### src/hw/dpm_params.svh
/*
 * Constants for the dual-port memory port host: pin timing in ns,
 * derived cycle counts, mailbox and semaphore addressing.
 * Assumes a 4 ns system clock and the fastest speed grade of the memory.
 */
// Notes on behaviour
// cross-port data valid only after flow delay
// reads drive output enable and chip enable
// left write of 1FFF flags right port
// right read of 1FFF clears its flag
// right write of 1FFE flags left port
// left read of 1FFE clears its flag
// mailbox words are plain user data
// same-address contention grants exactly one port
// loser busy follows address match, bounded delay
// mode pin selects busy output or input
// master busy outputs feed every slave input
// slave writes wait for busy to settle
// eight token latches, low address bits select
// token write uses bit 0 only
// taking free token shows 0 here, 1 there
// pending request wins at owner release
// release without request frees token
// withdraw an unwanted request by writing 1
// token read drives all lines, latched
// simultaneous requests award exactly one port
// gap between token write and readback
// release all tokens from both ports at start
// never select memory and token together
// deselected or output-disabled port floats data; the device model drives the inverted last read value instead
// busy input low blocks slave writes
`ifndef DPM_PARAMS_SVH
`define DPM_PARAMS_SVH

`define DPM_CLK_NS 4
`define DPM_CYC_UP(ns) (((ns) + `DPM_CLK_NS - 1) / `DPM_CLK_NS)
`define DPM_SYNC_CYC 2

`define DPM_SELECT_TO_DATA_NS 15
`define DPM_OUTPUT_ENABLE_TO_DATA_NS 10
`define DPM_WR_PULSE_NS 12
`define DPM_BUSY_SETTLE_NS 15
`define DPM_CROSS_PORT_FLOW_DELAY_NS 25
`define DPM_TOKEN_UPDATE_GAP_NS 10
`define DPM_TOKEN_WRITE_TO_READ_GAP_NS 5

`define DPM_TMR_W 4
`define DPM_ACCESS_CYC (`DPM_CYC_UP(`DPM_SELECT_TO_DATA_NS) + `DPM_SYNC_CYC)
`define DPM_WR_CYC `DPM_CYC_UP(`DPM_WR_PULSE_NS)
`define DPM_SETTLE_CYC (`DPM_CYC_UP(`DPM_BUSY_SETTLE_NS) + `DPM_SYNC_CYC)
`define DPM_GAP_CYC `DPM_CYC_UP(`DPM_TOKEN_UPDATE_GAP_NS)
`define DPM_TOKEN_RD_CYC (`DPM_CYC_UP(`DPM_TOKEN_WRITE_TO_READ_GAP_NS \
    + `DPM_OUTPUT_ENABLE_TO_DATA_NS) + `DPM_SYNC_CYC)
`define DPM_FLOW_CYC `DPM_CYC_UP(`DPM_CROSS_PORT_FLOW_DELAY_NS)

`define DPM_MAIL_TOP 13'h1FFF
`define DPM_MAIL_LOW 13'h1FFE
`define DPM_TOKEN_COUNT 8

`endif

### src/hw/dpm_pkg.sv
/*
 * Types shared by the port host and its self-checking bench.
 * Assumes nothing of its surroundings.
 */
package dpm_pkg;
    typedef enum logic [2:0] {
        OP_MEM_RD,
        OP_MEM_WR,
        OP_TOKEN_TAKE,
        OP_TOKEN_GIVE,
        OP_TOKEN_POLL
    } op_t;

    typedef enum {
        ST_IDLE,
        ST_ARB,
        ST_WAIT_FREE,
        ST_MEM_WR,
        ST_MEM_RD,
        ST_TOKEN_WR,
        ST_TOKEN_GAP,
        ST_TOKEN_RD,
        ST_DONE
    } state_t;
endpackage : dpm_pkg

### src/hw/dpm_timer_if.sv
/*
 * Carrier between the port host and its pacing timer.
 * Assumes both ends run on sys_clk.
 */
`timescale 1ns/1ps
`include "dpm_params.svh"

interface dpm_timer_if;
    logic load;
    logic [`DPM_TMR_W-1:0] count;
    logic done;
    modport owner (output load, output count, input done);
    modport pacer (input load, input count, output done);
endinterface : dpm_timer_if

### src/hw/dpm_port_host.sv
/*
 * Host for one port of an asynchronous dual-port memory with mailbox,
 * busy arbitration and eight token latches. One command at a time.
 * Assumes the pins are asynchronous to sys_clk, so busy, interrupt and
 * read data pass two flip-flops; the device keeps its own arbitration.
 */
`timescale 1ns/1ps
`include "dpm_params.svh"

module dpm_port_host #(
    parameter int ADDR_W = 13,
    parameter int DATA_W = 8,
    parameter bit LEFT_PORT = 1'b1
) (
    input wire logic sys_clk,
    input wire logic sys_rst,
    input wire logic cmdValid,
    output logic cmdReady,
    input wire dpm_pkg::op_t cmdOp,
    input wire logic [ADDR_W-1:0] cmdAddr,
    input wire logic [DATA_W-1:0] cmdData,
    output logic rspValid,
    output logic [DATA_W-1:0] rspData,
    output logic rspGranted,
    output logic rspStalled,
    output logic initDone,
    output logic mailboxPending,
    output logic chipEnN,
    output logic tokenEnN,
    output logic rdWrN,
    output logic outEnN,
    output logic [ADDR_W-1:0] addrPin,
    input wire logic [DATA_W-1:0] dataIn,
    output logic [DATA_W-1:0] dataOut,
    output logic dataOe,
    input wire logic busyInN,
    input wire logic intInN
);
    generate
        if (ADDR_W != 13 || DATA_W < 8 || DATA_W > 9) begin : g_bad
            $error("dpm_port_host: needs 13 address bits and 8 or 9 data bits");
        end
    endgenerate

    dpm_timer_if tmr ();
    dpm_pace_timer u_pace (
        .sys_clk(sys_clk),
        .sys_rst(sys_rst),
        .tmr(tmr.pacer)
    );

    // pin synchronisers, first stage read only by the second
    // busy in a wide system is the master's busy output
    logic busyMeta, busySync, intMeta, intSync;
    logic [DATA_W-1:0] dataMeta, dataSync;
    always_ff @(posedge sys_clk) begin
        busyMeta <= busyInN;
        busySync <= busyMeta;
        intMeta <= intInN;
        intSync <= intMeta;
        dataMeta <= dataIn;
        dataSync <= dataMeta;
    end

    dpm_pkg::state_t state;
    dpm_pkg::op_t op;
    logic initPending;
    logic [2:0] initIdx;
    logic tmrLoad;
    logic [`DPM_TMR_W-1:0] tmrCount;

    assign tmr.load = tmrLoad;
    assign tmr.count = tmrCount;
    assign cmdReady = (state == dpm_pkg::ST_IDLE) && !initPending;
    assign initDone = !initPending;
    // interrupt low means the other port left a message for us
    assign mailboxPending = !intSync;

    wire logic takeCmd = cmdValid && cmdReady;
    wire logic startInit = (state == dpm_pkg::ST_IDLE) && initPending;
    wire logic startAny = takeCmd || startInit;
    wire dpm_pkg::op_t startOp = startInit ? dpm_pkg::OP_TOKEN_GIVE : cmdOp;
    wire logic [ADDR_W-1:0] startAddr = startInit ? ADDR_W'(initIdx) : cmdAddr;
    wire logic startToken = (startOp == dpm_pkg::OP_TOKEN_TAKE)
        || (startOp == dpm_pkg::OP_TOKEN_GIVE) || (startOp == dpm_pkg::OP_TOKEN_POLL);
    // request writes 0, release or withdrawal writes 1, on every line
    wire logic [DATA_W-1:0] tokenWord =
        (startOp == dpm_pkg::OP_TOKEN_TAKE) ? '0 : '1;
    wire logic busyLow = !busySync;
    wire logic tmrDone = tmr.done;

    always_ff @(posedge sys_clk) begin
        if (sys_rst) begin
            state <= dpm_pkg::ST_IDLE;
            op <= dpm_pkg::OP_MEM_RD;
            initPending <= 1'b1;
            initIdx <= 3'h0;
            tmrLoad <= 1'b0;
            tmrCount <= '0;
            chipEnN <= 1'b1;
            tokenEnN <= 1'b1;
            rdWrN <= 1'b1;
            outEnN <= 1'b1;
            addrPin <= '0;
            dataOut <= '0;
            dataOe <= 1'b0;
            rspValid <= 1'b0;
            rspData <= '0;
            rspGranted <= 1'b0;
            rspStalled <= 1'b0;
        end else begin
            tmrLoad <= 1'b0;
            rspValid <= 1'b0;
            unique case (state)
                dpm_pkg::ST_IDLE: begin
                    if (startAny) begin
                        op <= startOp;
                        addrPin <= startAddr;
                        rspStalled <= 1'b0;
                        tmrLoad <= 1'b1;
                        // selects are exclusive: never both low together
                        if (startToken) begin
                            tokenEnN <= 1'b0;
                            if (startOp == dpm_pkg::OP_TOKEN_POLL) begin
                                outEnN <= 1'b0;
                                tmrCount <= `DPM_TMR_W'(`DPM_TOKEN_RD_CYC);
                                state <= dpm_pkg::ST_TOKEN_RD;
                            end else begin
                                rdWrN <= 1'b0;
                                dataOut <= tokenWord;
                                dataOe <= 1'b1;
                                tmrCount <= `DPM_TMR_W'(`DPM_WR_CYC);
                                state <= dpm_pkg::ST_TOKEN_WR;
                            end
                        end else if (startOp == dpm_pkg::OP_MEM_RD) begin
                            // far-port data only valid a flow delay after its write
                            chipEnN <= 1'b0;
                            outEnN <= 1'b0;
                            tmrCount <= `DPM_TMR_W'(`DPM_ACCESS_CYC);
                            state <= dpm_pkg::ST_MEM_RD;
                        end else begin
                            // select with write high first, let busy settle
                            chipEnN <= 1'b0;
                            dataOut <= cmdData;
                            tmrCount <= `DPM_TMR_W'(`DPM_SETTLE_CYC);
                            state <= dpm_pkg::ST_ARB;
                        end
                        if (startInit) begin
                            initIdx <= initIdx + 3'h1;
                            initPending <= (initIdx != 3'h7);
                        end
                    end
                end
                dpm_pkg::ST_ARB: begin
                    if (tmrDone) begin
                        if (busyLow) begin
                            rspStalled <= 1'b1;
                            state <= dpm_pkg::ST_WAIT_FREE;
                        end else begin
                            rdWrN <= 1'b0;
                            dataOe <= 1'b1;
                            tmrLoad <= 1'b1;
                            tmrCount <= `DPM_TMR_W'(`DPM_WR_CYC);
                            state <= dpm_pkg::ST_MEM_WR;
                        end
                    end
                end
                dpm_pkg::ST_WAIT_FREE: begin
                    // re-settle after release rather than trusting one sample
                    if (!busyLow) begin
                        tmrLoad <= 1'b1;
                        tmrCount <= `DPM_TMR_W'(`DPM_SETTLE_CYC);
                        state <= dpm_pkg::ST_ARB;
                    end
                end
                dpm_pkg::ST_MEM_WR: begin
                    if (tmrDone) begin
                        rdWrN <= 1'b1;
                        chipEnN <= 1'b1;
                        state <= dpm_pkg::ST_DONE;
                    end
                end
                dpm_pkg::ST_MEM_RD: begin
                    if (tmrDone) begin
                        rspData <= dataSync;
                        chipEnN <= 1'b1;
                        outEnN <= 1'b1;
                        state <= dpm_pkg::ST_DONE;
                    end
                end
                dpm_pkg::ST_TOKEN_WR: begin
                    if (tmrDone) begin
                        rdWrN <= 1'b1;
                        tokenEnN <= 1'b1;
                        tmrLoad <= 1'b1;
                        tmrCount <= `DPM_TMR_W'(`DPM_GAP_CYC);
                        state <= dpm_pkg::ST_TOKEN_GAP;
                    end
                end
                dpm_pkg::ST_TOKEN_GAP: begin
                    dataOe <= 1'b0;
                    // gap after every token write: the next command may be a poll
                    if (tmrDone) begin
                        if (op == dpm_pkg::OP_TOKEN_TAKE) begin
                            tokenEnN <= 1'b0;
                            outEnN <= 1'b0;
                            tmrLoad <= 1'b1;
                            tmrCount <= `DPM_TMR_W'(`DPM_TOKEN_RD_CYC);
                            state <= dpm_pkg::ST_TOKEN_RD;
                        end else begin
                            state <= dpm_pkg::ST_DONE;
                        end
                    end
                end
                dpm_pkg::ST_TOKEN_RD: begin
                    if (tmrDone) begin
                        rspData <= dataSync;
                        // bit 0 low means this port owns the token
                        rspGranted <= !dataSync[0];
                        tokenEnN <= 1'b1;
                        outEnN <= 1'b1;
                        state <= dpm_pkg::ST_DONE;
                    end
                end
                dpm_pkg::ST_DONE: begin
                    dataOe <= 1'b0;
                    rspValid <= 1'b1;
                    state <= dpm_pkg::ST_IDLE;
                end
            endcase
        end
    end
endmodule : dpm_port_host

### src/hw/dpm_pace_timer.sv
/*
 * Down counter pacing each pin phase of the port host.
 * Assumes load is a one-cycle pulse; done pulses in the last cycle.
 */
`timescale 1ns/1ps
`include "dpm_params.svh"

module dpm_pace_timer (
    input wire logic sys_clk,
    input wire logic sys_rst,
    dpm_timer_if.pacer tmr
);
    logic [`DPM_TMR_W-1:0] cnt;

    assign tmr.done = (cnt == `DPM_TMR_W'(1));

    always_ff @(posedge sys_clk) begin
        if (sys_rst) begin
            cnt <= '0;
        end else if (tmr.load) begin
            cnt <= tmr.count;
        end else if (cnt != '0) begin
            cnt <= cnt - `DPM_TMR_W'(1);
        end
    end
endmodule : dpm_pace_timer

### config.mk
export PLATFORM = sky130hd
export DESIGN_NAME = dpm_port_host
export DESIGN_NICKNAME = d
export VERILOG_FILES = /design/src/hw/dpm_pkg.sv /design/src/hw/dpm_timer_if.sv /design/src/hw/dpm_port_host.sv /design/src/hw/dpm_pace_timer.sv
export VERILOG_INCLUDE_DIRS = /design/src /design/src/hw
export SDC_FILE = /design/constraint.sdc
export NUM_CORES = 1
export LEC_CHECK = 0
export BUFFER_PORTS_ARGS = -buffer_cell sky130_fd_sc_hd__buf_2
export CAP_MARGIN = 5
export CELL_PAD_IN_SITES_DETAIL_PLACEMENT = 0
export CELL_PAD_IN_SITES_GLOBAL_PLACEMENT = 2
export CORE_MARGIN = 4
export CORE_UTILIZATION = 33
export DETAILED_ROUTE_END_ITERATION = 10
export PLACE_DENSITY = 0.92
export SLEW_MARGIN = 5
export SYNTH_ARGS = -nofsm -noshare
export SYNTH_HDL_FRONTEND = slang
export SYNTH_HIERARCHICAL = 1
export SYNTH_SLANG_ARGS = --single-unit
### constraint.sdc
create_clock -name sys_clk -period 3.8 [get_ports sys_clk]
set_input_delay 0.76 -clock sys_clk [delete_from_list [all_inputs] [get_ports sys_clk]]
set_output_delay 0.76 -clock sys_clk [all_outputs]
set_load 0.03 [all_outputs]
# [After elaboration in Yosys (flattened, before gate mapping)]
# Cells that the tools add are included.
[classes] add_sub_neg=2 n_eq_ne=34 mux=68 n_reduce_logical=40
[op_table] op="$mux W32" n=7
[op_table] op="$pmux W32 S7" n=1
[op_table] op="$eq A32 B3 Y1 const B" n=4
[op_table] op="$eq A32 B2 Y1 const B" n=2
[op_table] op="$logic_not A32 Y1" n=2
[op_table] op="$mux W4" n=11
[op_table] op="$eq A32 B1 Y1 const B" n=1
[op_table] op="$eq A32 B4 Y1 const B" n=1
[op_table] op="$mux W1" n=32
[op_table] op="$mux W8" n=4
[op_table] op="$ne A2 B2 Y1 const B" n=13
[op_table] op="$pmux W4 S5" n=1
[op_table] op="$reduce_and A6 Y1" n=3
[op_table] op="$reduce_and A7 Y1" n=2
[op_table] op="$mux W13" n=1
[op_table] op="$pmux W1 S3" n=4
[op_table] op="$reduce_and A4 Y1" n=3
[op_table] op="$reduce_bool A3 Y1" n=4
[op_table] op="$ne A2 B1 Y1 const B" n=5
[op_table] op="$reduce_or A2 Y1" n=5
[op_table] op="$eq A3 B2 Y1 const B" n=3
[op_table] op="$mux W3" n=3
[op_table] op="$ne A3 B3 Y1 const B" n=3
[op_table] op="$reduce_and A8 Y1" n=1
[op_table] op="17 further kinds" n=28
[word_totals] regBits=105 input_bits=37 output_inout_bits=40 wordCells=168

# [Logic depth before layout (Yosys ltp)]
[logic_depth] ltp_word=9 ltp_mapped=9 depth_no_buf=8

# [Hierarchy]
# The synthesis kept the hierarchy.
[by_module_without_submodules] mod="dpm_port_host" n_inst=1 cells_each=304 area_each_um2=2786.4 seq_area_each_um2=1441.4
[by_module_without_submodules] mod="dpm_pace_timer" n_inst=1 cells_each=27 area_each_um2=246.5 seq_area_each_um2=80.1

# [Least setup slack after synthesis]
# No wires, ideal clock.
[synth_timing] kind="register to output" start="register state[0]" end="output cmdReady" arrival_time_ps=1442 required_ps=3040 slack_ps=1598 stages_incl_launch_ff=5 n_path_buf=2 path_cell_list="dfxtp_1 -> buf_2 -> or3_1 -> buf_2 -> nor2_1"
[synth_via] elab_chain_cells=2
[synth_rtl] element="start: declaration" line="dpm_port_host.sv:65" text="dpm_pkg::state_t state;"
[synth_rtl] element="start signal: assignment" line="dpm_port_host.sv:94" text="state <= dpm_pkg::ST_IDLE;"
[synth_rtl] element="start signal: assignment" line="dpm_port_host.sv:127" text="state <= dpm_pkg::ST_TOKEN_RD;"
[synth_rtl] element="start signal: assignment" line="dpm_port_host.sv:133" text="state <= dpm_pkg::ST_TOKEN_WR;"
[synth_rtl] element="$logic_not A32 Y1" line="dpm_port_host.sv:74" text="assign cmdReady = (state == dpm_pkg::ST_IDLE) && !initPending;"
[synth_rtl] element="$logic_and A1 B1 Y1" line="dpm_port_host.sv:74"
[synth_rtl] element="end: declaration" line="dpm_port_host.sv:18" text="output logic cmdReady,"
# No other way between the ends.

# [Final worst setup path]
# Same ends and word-level chain as after synthesis.

==> results.md <==
Detailed routing:
- The first routing iteration left 231 violations.
- After detailed routing, the number of vias per cell comes to 5.02.
- The remaining antenna violation count after routing is 0.
- The average routed wire per standard cell is 14.6 µm.
- The detailed-route wire length is 7510 µm.
- The iteration count of the initial detailed-routing pass is 4.
- The post-detailed-route DRC marker count is 0.
- The routed layout has 2581 vias.

STA:
- The final hold violation count is 0.
- Headroom to the max-slew limit came out at 40.5%.
- For the pin with the worst max-slew slack, the measured transition is 0.888 ns.
- The minimum clock period after layout is 2.75 ns.
- The final-report max-slew violation count is 0.
- For this run, the top clock speed supported by timing is 364 MHz.
- The final clock period utilization by the worst path is 72.3%.
- Setup repair after global routing left no endpoint under its margin.
- Summed over all failing endpoints, the final setup total negative slack is 0 ns.
- The clock skew is 0.0133 ns.
- The setup violation total in the final timing report is 0.

Placed design:
- The global placer's final weighted congestion is 0.877.
- The post-place instance area is 3480 µm².
- Input and output buffers added on the ports amount to 76.
- The total half-perimeter wirelength after legalization and detailed placement is 5300 µm.

Die:
- The site row count is 34.
- The area of the core region is 8850 µm².
- From left edge to right edge, the die measures 104 µm.
- The overall die area is 10800 µm².
- The die boundary height is 104 µm.
- The number of I/O pins is 77.
- The starting utilization of the core area is 34.3%.

Clock network:
- TritonCTS built the clock tree.
- The maximum level of the CTS H-tree is 3.
- The TritonCTS buffer count is 9.
- Counting every sink on the clock net gives 76.
- The number of hold buffers added after CTS was 0.
- The tree is rooted in a clkbuf_8.
- The clock transition time at the flip-flop clock pins of the worst setup and hold paths is 0.09 ns.
- The clock insertion delay at the later pin of the skew report is 0.34 ns.
- Buffers added to address setup during post-CTS repair amount to 0.
- Counting along the longest clock path gives a buffer depth of 2.
- The number of gates resized after CTS was 0.

Synthesis:
- By area the synthesized netlist is led by dfxtp_1 (50%), nor2_1 (6.1%), nand2_1 (4.2%).
- The number of instances in the synthesized netlist is 331.
- For this run, the leading register cell type out of synthesis is dfxtp_1.
- Counting every net in the synthesized netlist gives 373.
- In this run, synthesis inferred 0 flip-flops with an integrated enable.
- Sequential elements use 50.2% of the synthesized area.
- The synthesis warning total is 6.
- The count of different cell masters after synthesis is 60.
- The mapped cell area is 3030 µm².
- A synthesized cell averages 9.16 µm².
- The proportion of synthesized flip-flops having asynchronous set or reset is 0%.
- The synthesis-stage register bit count is 76.
- Of all cell types, the one taking the most synthesized area is dfxtp_1.
- The area share of the largest cell type after synthesis is 50.2%.

Min path:
- The source of the worst hold timing path is intMeta$_DFF_P_.
- The number of instances on the worst hold path is 0.
- For hold timing, the worst endpoint is intSync$_DFF_P_.
- The worst min-delay path category is reg2reg.

Worst setup path:
- The worst path arrival time is 1.99 ns.
- Along the worst path, the maximum fanout reaches 19.
- The critical path is of the reg2out type.
- The reg-to-reg endpoint is dataOe$_SDFFE_PP0P_.
- The worst setup slack for register-to-register paths is 1.50 ns.
- For the worst setup path, the data required time is 3.04 ns.
- The critical register-to-register path startpoint is state[0]$_SDFFE_PP0P_.
- The type of origin of the critical path is a flip-flop.
- The element type at the critical path end is an output pin.
- Counting cells, the worst reg-to-reg path comes to 5.

GRT:
- The number of global-route vias before repair came to 2607.
- Entering global routing, the biggest net connects 27 pins.
- The overall overflow remaining after global route is 0.
- The initial antenna violation count is 0.
- Global routing used 14.3% of the available tracks.
- The first global-routing pass estimated 12800 µm of wire.

Final layout:
- The layout has 880 filler cells.
- The area of combinational cells with multiple inputs is 1380 µm².
- The sequential cell area is 1520 µm².
- 0 antenna diodes ended up in the layout.
- The ratio of cells with drive above 1 in the final layout is 27.1%.
- The final-stage net count is 443.
- The post-route standard cell area excluding fillers is 3710 µm².
- Compared with the post-synthesis result, the final layout area differs by 22.3%.

Status:
- The flow ran to the end, and the final reports show no timing, DRC or antenna violations.

Flow run:
- The total of max-cap violations is 0.

Pwr:
- Per report_power, the clock group accounts for 23.8% of the total.
- The net switching power is 1.20 mW.
- In this run, flip-flops and latches consume 37.6% of the power.
- The part of the total power dissipated in combinational logic is 38.6%.
- The power density over the cells is 800 nW/µm².
- The worst IR drop on VDD is 0.392 mV.
- For this design the static power due to leakage is 1.59 nW.
- The switching fraction of total power is 40.3%.
- The internal portion of the total power is 1.77 mW.
-- power groups by stage --
stage	Sequential, mW	Clock [mW]	Combinational, mW
after floorplan	1.17	0	0.845
after global placement	1.13	0	1.14
after detailed placement	1.13	0	1.15
after CTS	1.11	0.726	1.15
after global routing	1.14	0.765	1.28
final	1.11	0.706	1.15
-- final cells by class --
type                       instances  share of cell area, %
timing repair buffer              80                   11.1
sequential                        76                   41.0
multi-input combinational        226                   37.3
inverter                           8                  0.810
clock buffer                       9                   3.34
clock inverter                     7                   2.83
tap                              108                   3.64
-- registers in the layout (all words and copies together) (netlist names), 3 cells and up --
name	flops
u_pace/cnt	4
tmr.count	3
dataOut	8
addrPin	13
rspData	8
state	4
dataMeta	8
op	3
initIdx	3
dataSync	8
-- metrics by stage --
stage	setup slack (ns)	utilization (%)	std cells	hold WS [ns]	total power, mW
final	1.05	41.9	514	0.321	2.97
after global routing	0.921	41.9	514	0.336	3.19
after CTS	1.07	41.9	514	0.323	2.99
after detailed placement	1.50	39.3	498	0.313	2.28
after global placement	1.51	39.3	498	0.310	2.27
after floorplan	1.60	-	331	0.310	2.02
-- how the worst max path moves through the flow --
stage                          startpoint        to  slack [ns]  depth (start not counted)
detailed placement  state[0]$_SDFFE_PP0P_  cmdReady        1.50                          3
finish              state[0]$_SDFFE_PP0P_  cmdReady        1.05                          3
CTS                 state[0]$_SDFFE_PP0P_  cmdReady        1.07                          3
floorplan           state[0]$_SDFFE_PP0P_  cmdReady        1.60                          4
global placement    state[0]$_SDFFE_PP0P_  cmdReady        1.51                          3
global route        state[0]$_SDFFE_PP0P_  cmdReady        0.92                          3
-- kinds of logic after synthesis --
group | count (synthesis) | synth area share, %
adders and majority gates | 5 | 2.06
buffers and inverters | 29 | 4.41
and+or+nand+nor | 129 | 20.1
muxes | 12 | 4.04
DFF | 76 | 50.2
AOI/OAI and AO/OA | 74 | 17.6
xor gates and xnor gates | 5 | 1.44
other | 1 | 0.124
-- worst max-delay path, stage by stage, from the launching register on --
cell	delay, ns
dfxtp_1	0.51
or3_1	0.59
nor2_1	0.27
buf_2	0.26
-- cells in the mapped netlist (all sizes together), types with 4 or more instances --
master / count
a21oi: 17
a22oi: 11
buf: 14
clkbuf: 7
dfxtp: 76
ha: 5
inv: 8
mux2i: 10
nand2: 34
nor2: 49
nor3: 11
o21ai: 9
o2bb2ai: 5
or2: 4
or3: 5
xnor2: 4
-- layout by cell type, fill, tap and decap left out, drive strengths merged, types with 3 or more instances in the layout --
master and instances:
dfxtp 76, a311oi 3, o31ai 3, mux2i 10, clkbuf 9, nor2b 3, a21oi 17, nand2 34
xnor2 4, or2 4, nor4 3, nand3 3, nor3b 3, buf 80, or3 5, o2bb2ai 5
inv 12, nor2 49, nand2b 3, nor3 11, o21ai 9, a22oi 11, ha 5, nand4 3
-- per-layer routing --
metal,track usage (%),part of all wire [%]
met1,18.8,48
met2,21.0,44
met3,5.21,7.0
met4,6.17,1.7
met5,0,0
No activity file was read; power rests on OpenSTA's default activity.
